## config.mk

```make
export PLATFORM = sky130hd
export DESIGN_NAME = transient_trigger_sync
export DESIGN_NICKNAME = d
export VERILOG_FILES = /design/src/hdl/trig_sync_pkg.sv /design/src/hdl/transient_trigger_sync.sv
export SDC_FILE = /design/constraint.sdc
export NUM_CORES = 1
export LEC_CHECK = 0
export BUFFER_PORTS_ARGS = -buffer_cell sky130_fd_sc_hd__buf_2
export CAP_MARGIN = 20
export CORE_MARGIN = 5
export CORE_UTILIZATION = 35
export CTS_BUF_LIST = sky130_fd_sc_hd__clkbuf_8
export DETAILED_ROUTE_END_ITERATION = 16
export GPL_ROUTABILITY_DRIVEN = 0
export PLACE_DENSITY = 0.61
export SYNTH_ARGS = -nofsm -noshare
export SYNTH_HDL_FRONTEND = slang
export SYNTH_SLANG_ARGS = --single-unit
export TNS_END_PERCENT = 30
```

## constraint.sdc

```tcl
create_clock -name I_CLOCK -period 3 [get_ports I_CLOCK]
set_clock_uncertainty 0.1 [all_clocks]
set_input_delay 0.15 -clock I_CLOCK [delete_from_list [all_inputs] [get_ports I_CLOCK]]
set_output_delay 0.15 -clock I_CLOCK [all_outputs]
set_load 0.03 [all_outputs]
```

## src/hdl/trig_sync_pkg.sv

```systemverilog
// Constants, enumerations and carriers for the transient trigger and sync block.
// Assumes a single 125 MHz clock and an Avalon-MM slave port with byte addressing.
//
// Function
// Per-count option ALL redoes phase alignment every repetition; default aligns once.
// Acquisition trigger source is at once, phase reference, bus trigger or trigger-out line.
// At-once acquisition starts immediately; results flagged ready when calculations finish.
// Phase-reference acquisition starts when phase A reaches the reference angle.
// Trigger-out line source uses the same signal that drives the trigger output.
// Immediate alignment (default) starts step, pulse or list output without waiting.
// Angle-aligned start holds the output start until the programmed angle is reached.
// Start angle accepted from -360 to +360 degrees, reset value zero.
// Trigger state reads as idle, armed, busy or awaiting event.
// State updates when the last list point executes, possibly before final dwell ends.
// Host appends a very short final list point to hold busy to the end.
// Cancel returns both trigger systems to idle at once, stopping all activity.
// Initiate moves an idle system to awaiting event; ignored when not idle.
// With both systems waiting, first event goes to acquisition, next to transient.
// Auto re-arm returns the transient system to awaiting event; otherwise needs initiate.
// Awaiting or armed goes busy on its condition; busy goes idle on completion.
package trig_sync_pkg;

    localparam int ADDR_W = 4;
    localparam int DATA_W = 32;
    localparam int ANGLE_W = 10;
    localparam int TURN_W = 9;

    localparam logic [ADDR_W-1:0] OFS_CTRL = 4'h0;
    localparam logic [ADDR_W-1:0] OFS_ANGLE = 4'h4;
    localparam logic [ADDR_W-1:0] OFS_CMD = 4'h8;
    localparam logic [ADDR_W-1:0] OFS_STATUS = 4'hC;

    localparam int CTRL_PER_COUNT = 0;
    localparam int CTRL_ACQ_SRC = 1;
    localparam int CTRL_ALIGN = 3;
    localparam int CTRL_REARM = 4;
    localparam int CTRL_TRANS_SRC = 5;

    localparam int CMD_INIT_TRANS = 0;
    localparam int CMD_INIT_ACQ = 1;
    localparam int CMD_CANCEL = 2;
    localparam int CMD_BUS_TRIG = 3;

    localparam int STAT_TRANS = 0;
    localparam int STAT_ACQ = 2;
    localparam int STAT_READY = 4;

    localparam logic signed [ANGLE_W-1:0] ANGLE_MAX = 10'sh168;
    localparam logic signed [ANGLE_W-1:0] RST_ANGLE = 10'sh000;
    localparam logic RST_PER_COUNT_ALL = 1'b0;
    localparam logic RST_ANGLE_START = 1'b0;
    localparam logic RST_AUTO_REARM = 1'b0;

    typedef enum logic [1:0] {
        ST_IDLE = 2'h0,
        ST_AWAITING_EVENT = 2'h1,
        ST_ARMED = 2'h3,
        ST_BUSY = 2'h2
    } trig_state_e;

    typedef enum logic [1:0] {
        ACQ_AT_ONCE = 2'h0,
        ACQ_PHASE_REF = 2'h1,
        ACQ_BUS = 2'h2,
        ACQ_LOGIC_LEVEL_LINE = 2'h3
    } acq_src_e;

    typedef enum logic [1:0] {
        TSRC_AT_ONCE = 2'h0,
        TSRC_BUS = 2'h1,
        TSRC_EXT = 2'h2,
        TSRC_SPARE = 2'h3
    } trans_src_e;

    typedef struct packed {
        logic [ADDR_W-1:0] address;
        logic read;
        logic write;
        logic [DATA_W-1:0] writedata;
        logic [3:0] byteenable;
    } avs_req_s;

    typedef struct packed {
        logic [DATA_W-1:0] readdata;
        logic waitrequest;
    } avs_rsp_s;

    // Folds a signed start angle into the 0..359 range of the phase reference.
    function automatic logic [TURN_W-1:0] to_turn(input logic signed [ANGLE_W-1:0] a);
        logic signed [ANGLE_W-1:0] t;
        t = a;
        if (a < 0) begin
            t = a + ANGLE_MAX;
        end else if (a == ANGLE_MAX) begin
            t = '0;
        end
        return t[TURN_W-1:0];
    endfunction

endpackage

```

## src/hdl/transient_trigger_sync.sv

```systemverilog
// Trigger state machines for the transient generator and the acquisition system,
// with phase-aligned start and an Avalon-MM register slave.
// Assumes all inputs are synchronous to I_CLOCK and handshake inputs are one-cycle pulses.
`timescale 1ns/1ns
module transient_trigger_sync import trig_sync_pkg::*; (
    // Clock and reset
    input wire logic I_CLOCK,
    input wire logic I_RST_B,
    // Register bus
    input wire avs_req_s I_AVS,
    output avs_rsp_s O_AVS,
    // Phase reference and trigger inputs
    input wire logic [TURN_W-1:0] I_PHASE_A_ANGLE,
    input wire logic I_BUS_TRIGGER,
    input wire logic I_EXT_TRIGGER,
    // Transient generator handshake
    input wire logic I_REPEAT_REQ,
    input wire logic I_LAST_POINT_DONE,
    output logic O_TRANSIENT_START,
    output logic O_CANCEL,
    // Acquisition handshake
    input wire logic I_ACQ_DONE,
    output logic O_ACQ_START,
    output logic O_RESULTS_READY
);

    typedef struct packed {
        logic per_count_all;
        acq_src_e acq_src;
        logic angle_start;
        logic auto_rearm;
        trans_src_e trans_src;
        logic signed [ANGLE_W-1:0] angle;
        trig_state_e tst;
        trig_state_e ast;
        logic results_ready;
        logic ack;
        logic [DATA_W-1:0] rdata;
        logic tstart;
        logic astart;
        logic cancel;
    } state_s;

    localparam state_s STATE_RST = '{
        per_count_all: RST_PER_COUNT_ALL,
        acq_src: ACQ_AT_ONCE,
        angle_start: RST_ANGLE_START,
        auto_rearm: RST_AUTO_REARM,
        trans_src: TSRC_AT_ONCE,
        angle: RST_ANGLE,
        tst: ST_IDLE,
        ast: ST_IDLE,
        default: '0
    };

    state_s s_r;
    state_s s_nxt;

    logic req;
    logic wr_take;
    logic cmd_wr;
    logic init_t;
    logic init_a;
    logic cancel_cmd;
    logic bus_ev;
    logic hit;
    logic acq_takes_bus;
    logic ev_t;
    logic acq_go;
    logic angle_ok;
    logic [DATA_W-1:0] rd_mux;

    assign req = I_AVS.read | I_AVS.write;
    // A write lands only on the edge where the master sees waitrequest low.
    assign wr_take = I_AVS.write & s_r.ack;
    assign cmd_wr = wr_take & (I_AVS.address == OFS_CMD) & I_AVS.byteenable[0];
    assign init_t = cmd_wr & I_AVS.writedata[CMD_INIT_TRANS];
    assign init_a = cmd_wr & I_AVS.writedata[CMD_INIT_ACQ];
    assign cancel_cmd = cmd_wr & I_AVS.writedata[CMD_CANCEL];
    assign bus_ev = I_BUS_TRIGGER | (cmd_wr & I_AVS.writedata[CMD_BUS_TRIG]);
    assign hit = (I_PHASE_A_ANGLE == to_turn(s_r.angle));
    // Acquisition outranks the transient system for a shared bus trigger.
    assign acq_takes_bus = (s_r.ast == ST_AWAITING_EVENT) & (s_r.acq_src == ACQ_BUS) & bus_ev;

    always_comb begin
        unique case (s_r.trans_src)
            TSRC_BUS: ev_t = bus_ev & ~acq_takes_bus;
            TSRC_EXT: ev_t = I_EXT_TRIGGER;
            default: ev_t = 1'b1;
        endcase
    end

    always_comb begin
        unique case (s_r.acq_src)
            ACQ_AT_ONCE: acq_go = 1'b1;
            ACQ_PHASE_REF: acq_go = hit;
            ACQ_BUS: acq_go = bus_ev;
            ACQ_LOGIC_LEVEL_LINE: acq_go = s_r.tstart;
        endcase
    end

    // Out-of-range angles are dropped whole; the upper word must be a clean sign extension.
    assign angle_ok = ((&I_AVS.writedata[DATA_W-1:ANGLE_W-1])
                       | ~(|I_AVS.writedata[DATA_W-1:ANGLE_W-1]))
                      & ($signed(I_AVS.writedata[ANGLE_W-1:0]) >= -ANGLE_MAX)
                      & ($signed(I_AVS.writedata[ANGLE_W-1:0]) <= ANGLE_MAX);

    always_comb begin
        rd_mux = '0;
        unique case (I_AVS.address)
            OFS_CTRL: begin
                rd_mux[CTRL_PER_COUNT] = s_r.per_count_all;
                rd_mux[CTRL_ACQ_SRC+:2] = s_r.acq_src;
                rd_mux[CTRL_ALIGN] = s_r.angle_start;
                rd_mux[CTRL_REARM] = s_r.auto_rearm;
                rd_mux[CTRL_TRANS_SRC+:2] = s_r.trans_src;
            end
            OFS_ANGLE: rd_mux = DATA_W'(s_r.angle);
            OFS_STATUS: begin
                rd_mux[STAT_TRANS+:2] = s_r.tst;
                rd_mux[STAT_ACQ+:2] = s_r.ast;
                rd_mux[STAT_READY] = s_r.results_ready;
            end
            default: rd_mux = '0;
        endcase
    end

    always_comb begin
        s_nxt = s_r;
        s_nxt.tstart = 1'b0;
        s_nxt.astart = 1'b0;
        s_nxt.cancel = 1'b0;
        s_nxt.ack = req & ~s_r.ack;
        if (req & ~s_r.ack) begin
            s_nxt.rdata = rd_mux;
        end
        if (wr_take && I_AVS.address == OFS_CTRL && I_AVS.byteenable[0]) begin
            s_nxt.per_count_all = I_AVS.writedata[CTRL_PER_COUNT];
            s_nxt.acq_src = acq_src_e'(I_AVS.writedata[CTRL_ACQ_SRC+:2]);
            s_nxt.angle_start = I_AVS.writedata[CTRL_ALIGN];
            s_nxt.auto_rearm = I_AVS.writedata[CTRL_REARM];
            s_nxt.trans_src = trans_src_e'(I_AVS.writedata[CTRL_TRANS_SRC+:2]);
        end
        if (wr_take && I_AVS.address == OFS_ANGLE && (&I_AVS.byteenable[1:0]) && angle_ok) begin
            s_nxt.angle = I_AVS.writedata[ANGLE_W-1:0];
        end

        unique case (s_r.tst)
            ST_IDLE: begin
                if (init_t) begin
                    s_nxt.tst = ST_AWAITING_EVENT;
                end
            end
            ST_AWAITING_EVENT: begin
                if (ev_t) begin
                    if (s_r.angle_start) begin
                        s_nxt.tst = ST_ARMED;
                    end else begin
                        s_nxt.tst = ST_BUSY;
                        s_nxt.tstart = 1'b1;
                    end
                end
            end
            ST_ARMED: begin
                if (hit) begin
                    s_nxt.tst = ST_BUSY;
                    s_nxt.tstart = 1'b1;
                end
            end
            ST_BUSY: begin
                if (I_LAST_POINT_DONE) begin
                    // Reported at the last point, so it may lead the final dwell.
                    s_nxt.tst = s_r.auto_rearm ? ST_AWAITING_EVENT : ST_IDLE;
                end else if (I_REPEAT_REQ) begin
                    if (s_r.per_count_all && s_r.angle_start) begin
                        s_nxt.tst = ST_ARMED;
                    end else begin
                        s_nxt.tstart = 1'b1;
                    end
                end
            end
        endcase

        unique case (s_r.ast)
            ST_IDLE: begin
                if (init_a) begin
                    s_nxt.ast = ST_AWAITING_EVENT;
                    s_nxt.results_ready = 1'b0;
                end
            end
            ST_AWAITING_EVENT: begin
                if (acq_go) begin
                    s_nxt.ast = ST_BUSY;
                    s_nxt.astart = 1'b1;
                end
            end
            ST_ARMED, ST_BUSY: begin
                if (I_ACQ_DONE) begin
                    s_nxt.ast = ST_IDLE;
                    s_nxt.results_ready = 1'b1;
                end
            end
        endcase

        if (cancel_cmd) begin
            s_nxt.tst = ST_IDLE;
            s_nxt.ast = ST_IDLE;
            s_nxt.tstart = 1'b0;
            s_nxt.astart = 1'b0;
            s_nxt.cancel = 1'b1;
        end
    end

    always_ff @(posedge I_CLOCK or negedge I_RST_B) begin
        if (!I_RST_B) begin
            s_r <= STATE_RST;
        end else begin
            s_r <= s_nxt;
        end
    end

    assign O_AVS.readdata = s_r.rdata;
    assign O_AVS.waitrequest = req & ~s_r.ack;
    // The start pulse also drives the trigger output connector.
    assign O_TRANSIENT_START = s_r.tstart;
    assign O_CANCEL = s_r.cancel;
    assign O_ACQ_START = s_r.astart;
    assign O_RESULTS_READY = s_r.results_ready;
endmodule

```

==> summary.md <==
| Metric | Value |
|---|---|
| Total detailed-routing wirelength | roughly 6000 um |
| Post-cts sizing count | 0 |
| CTS Root Cell | clkbuf_8 |
| Number of pins exceeding their max-slew limit in the final report | 0 |
| Maximum number of pins on one net before global-route repair | 37 |
| Maximum clock path buffer count | 2 |
| Area inside the core boundary | 0.00683 mm^2 |
| Crit path arrival time | around 2.6 ns |
| Dominant register cell in the synthesized netlist | dfrtp_1 |
| Hold Worst Slack | about 0.0053 ns |
| Worst-path maximum fanout | 12 |
| Antenna diode instance count | 0 |
| Number of detailed-routing iterations run before antenna repair | 4 |
| Buffers on Ports | 92 |
| Slew at the pin closest to its max-slew limit | 0.798 ns |
| Number of nets in the final layout | 381 |
| Number of remaining DRC errors | 0 |
| GRT Util Overall | 13.7% |
| Floorplan row count | 30 |
| Total of fill cells in the finished design | 696 |
| Type of the worst min-delay path | input pin to register |
| Worst Setup Slack post-DPL | 0.525 ns |
| Netlist Area Pre-Place | between 0.002 and 0.0025 mm^2 |
| Register bit count reported by yosys | 36 |
| Number of cells produced by synthesis | about 260 |
| Setup slack on the worst flop-to-flop path | 0.50 ns |
| Height of the chip | 93.9 um |
| Required time of the critical path | roughly 3.1 ns |
| Sequential cell area | 901 um^2 |
| Mean instance size in the synthesized netlist | between 9 and 10 um^2 |
| Total power | 1.22 mW |
| TritonCTS clock tree | done |
| Critical path launch point | s_r[50]$_DFFE_PN0P_ |
| Endpoint type of the worst setup path | register |
| Layout cell share with drive strength beyond 1 | 37.2% |
| Congestion Overflow GR | 0 |
| Max Freq | around 400 MHz |
| Final number of setup-violating endpoints | 0 |
| Maximum capacitance violations | 0 |
| Status | complete, no violations |
| Non-Filler Instances | ~420 |
| Number of design-rule violations left by the first detailed-router iteration | 108 |
| Area of all placed cells without fillers | around 0.0028 mm^2 |
| Lkg Pwr | 1.44 nW |
| Total via count in the routed design | between 2000 and 2500 |
| Power per standard cell area | approximately 430 mW/mm^2 |
| Layout Area Growth over Synthesis | 15.2% |
| Reg-to-reg critical path startpoint | s_r[50]$_DFFE_PN0P_ |
| Yosys warnings | 0 |
| Final HPWL from detailed placement | 4920 um |
| Post-route worst setup slack | 0.505 ns |
| Period minus WS final | around 2.5 ns |
| Syn Nets | 323 |
| Number of synthesized flops with an enable pin | 0 |
| Global-route wire length before repair | 9520 um |
| Number of CTS-inserted buffers | 5 |
| Area of the die | 0.00882 mm^2 |
| Sequential-to-total area share from yosys stat | a little over a third |
| Cell total after placement | around 400 |
| Path depth of the worst reg2reg path | 6 |
| Worst-skew pair later-pin latency | between 0.2 and 0.3 ns |
| Initial core utilization | 36.1% |
| Unrepaired setup endpoints after global routing | no |
| Clock input transition at the sequential cells of the worst setup and hold paths | 0.07 ns |
| Destination of the critical timing path | s_r[37]$_DFFE_PN0P_ |
| DIE WIDTH | 93.9 um |
| Worst relative slew slack | between 40% and 50% |
| Clock sink count | 36 |
| Routed wire per std cell | 14.8 um |
| Number of antenna-violating nets in the routed design | 0 |
| H-tree depth reported by CTS | 2 |
| Utilization after layout | 41.6% |
| Kind of launch point of the worst setup path | register |
| Ports | 95 |
| Sum of negative setup slack | 0 ns |
| Category of the most critical setup path | register to register |
| Initial antenna violation count | 0 |
| Async set or reset register ratio after synthesis | 100% |
| Number of hold violations in the final report | 0 |
| Placed cell areas | 0.00275 mm^2 |
| Vias per cell | 5.06 |
| Area of the multi-input gates | approximately 0.0012 mm^2 |
| Via count of the first global-routing pass | slightly below 2000 |
| FF-to-FF End | s_r[37]$_DFFE_PN0P_ |
| Number of different library cells in the post-synthesis netlist | 51 |
| Final clock period utilization by the worst path | 83.2% |
| Highest ir drop seen on vdd | ~0.25 mV |
==> area by class of cell <==
cell class,instances,share of cell area (%)
clock buffer,5,2.42
clock inverter,2,0.309
inverter,15,1.98
multi-input combinational,169,42.8
sequential,36,31.7
tap,96,4.23
timing repair buffer,93,16.6
==> layer usage <==
layer / vias up / GRT usage, % / wire length [um]
li1: 1034 / - / -
met3: 6 / 4.25 / 553
met4: 0 / 3.61 / 40
met1: 980 / 17.6 / 2670
met5: - / 0 / 0
met2: 87 / 22.1 / 2880
==> cells by family (layout without fill, tap and decap cells) <==
family                     count (synthesis)  count (layout)  share of synthesized area, %
muxes                                     23              23                          10.0
AOI/OAI and AO/OA                         54              54                          16.8
adders and majority gates                  3               3                          1.52
buffers and inverters                     57             115                          14.2
and+or+nand+nor                           81              81                          17.8
DFF                                       36              36                          36.6
xor gates and xnor gates                   8               8                          3.15
==> cell usage after synthesis, types with 6 or more instances <==
master	count	area, um^2
buf_4	33	248
nand2_1	23	86.3
nor2_1	11	41.3
dfrtp_1	36	901
nand4_1	10	62.6
a22o_1	6	52.6
inv_1	15	56.3
mux2i_1	10	100
o21ai_0	18	90.1
nand3_1	11	55.1
mux2_2	13	146
nor4_1	7	43.8
==> placed cells by master (no fill, tap or decap), types with 2 or more instances in the layout <==
master | Yosys | routed
a2111oi_4 | 2 | 2
a211o_1 | 2 | 2
a21oi_1 | 4 | 4
a22o_1 | 6 | 6
a2bb2oi_1 | 2 | 2
a31oi_1 | 4 | 4
and3_1 | 2 | 2
buf_2 | 3 | 92
clkbuf_8 | 0 | 5
dfrtp_1 | 36 | 36
ha_1 | 3 | 3
inv_1 | 15 | 16
mux2_2 | 13 | 13
mux2i_1 | 10 | 10
nand2_1 | 23 | 23
nand3_1 | 11 | 11
nand3b_1 | 2 | 2
nand4_1 | 10 | 10
nor2_1 | 11 | 11
nor2b_1 | 2 | 2
nor3_1 | 2 | 2
nor4_1 | 7 | 7
o211ai_1 | 2 | 2
o21ai_0 | 18 | 18
o31ai_1 | 4 | 4
xnor2_1 | 3 | 3
xor2_1 | 4 | 4
==> flip-flops by register name, summed over array words and instances, names as in the netlist <==
name               count
O_TRANSIENT_START      1
O_RESULTS_READY        1
O_ACQ_START            1
O_AVS                 10
s_r                   22
O_CANCEL               1
==> power breakdown <==
part	internal, mW	switching (mW)
Combinational	0.121	0.193
Clock	0.155	0.174
Sequential	0.530	0.0536
Total	0.805	0.420
==> how the worst min path moves through the flow <==
stage                           from                          end  slack, ns  cells past startpoint
after floorplan              I_RST_B        O_ACQ_START$_DFF_PN0_      -0.25                      0
after global placement       I_RST_B           O_CANCEL$_DFF_PN0_       0.19                      1
after detailed placement     I_RST_B           O_CANCEL$_DFF_PN0_       0.19                      1
after CTS                 I_ACQ_DONE  O_RESULTS_READY$_DFFE_PN0P_     0.0003                      2
after global routing      I_ACQ_DONE  O_RESULTS_READY$_DFFE_PN0P_      0.005                      2
final                     I_ACQ_DONE  O_RESULTS_READY$_DFFE_PN0P_      0.005                      2
==> critical path, stage by stage, from the launching register on <==
cell and delay, ns:
dfrtp_1 0.55, nor4b_2 0.32, nand4b_1 0.23, o221a_1 0.34, a2111oi_4 0.38, a31oi_1 0.19, a41o_1 0.28
==> repair_timing <==
action | in CTS | in global routing
hold buffers | 1 | 0
setup endpoints to repair | 0 | 0
buffers inserted | 0 | 0
hold endpoints to repair | 36 | 0
No activity file was read; power rests on OpenSTA's default activity.
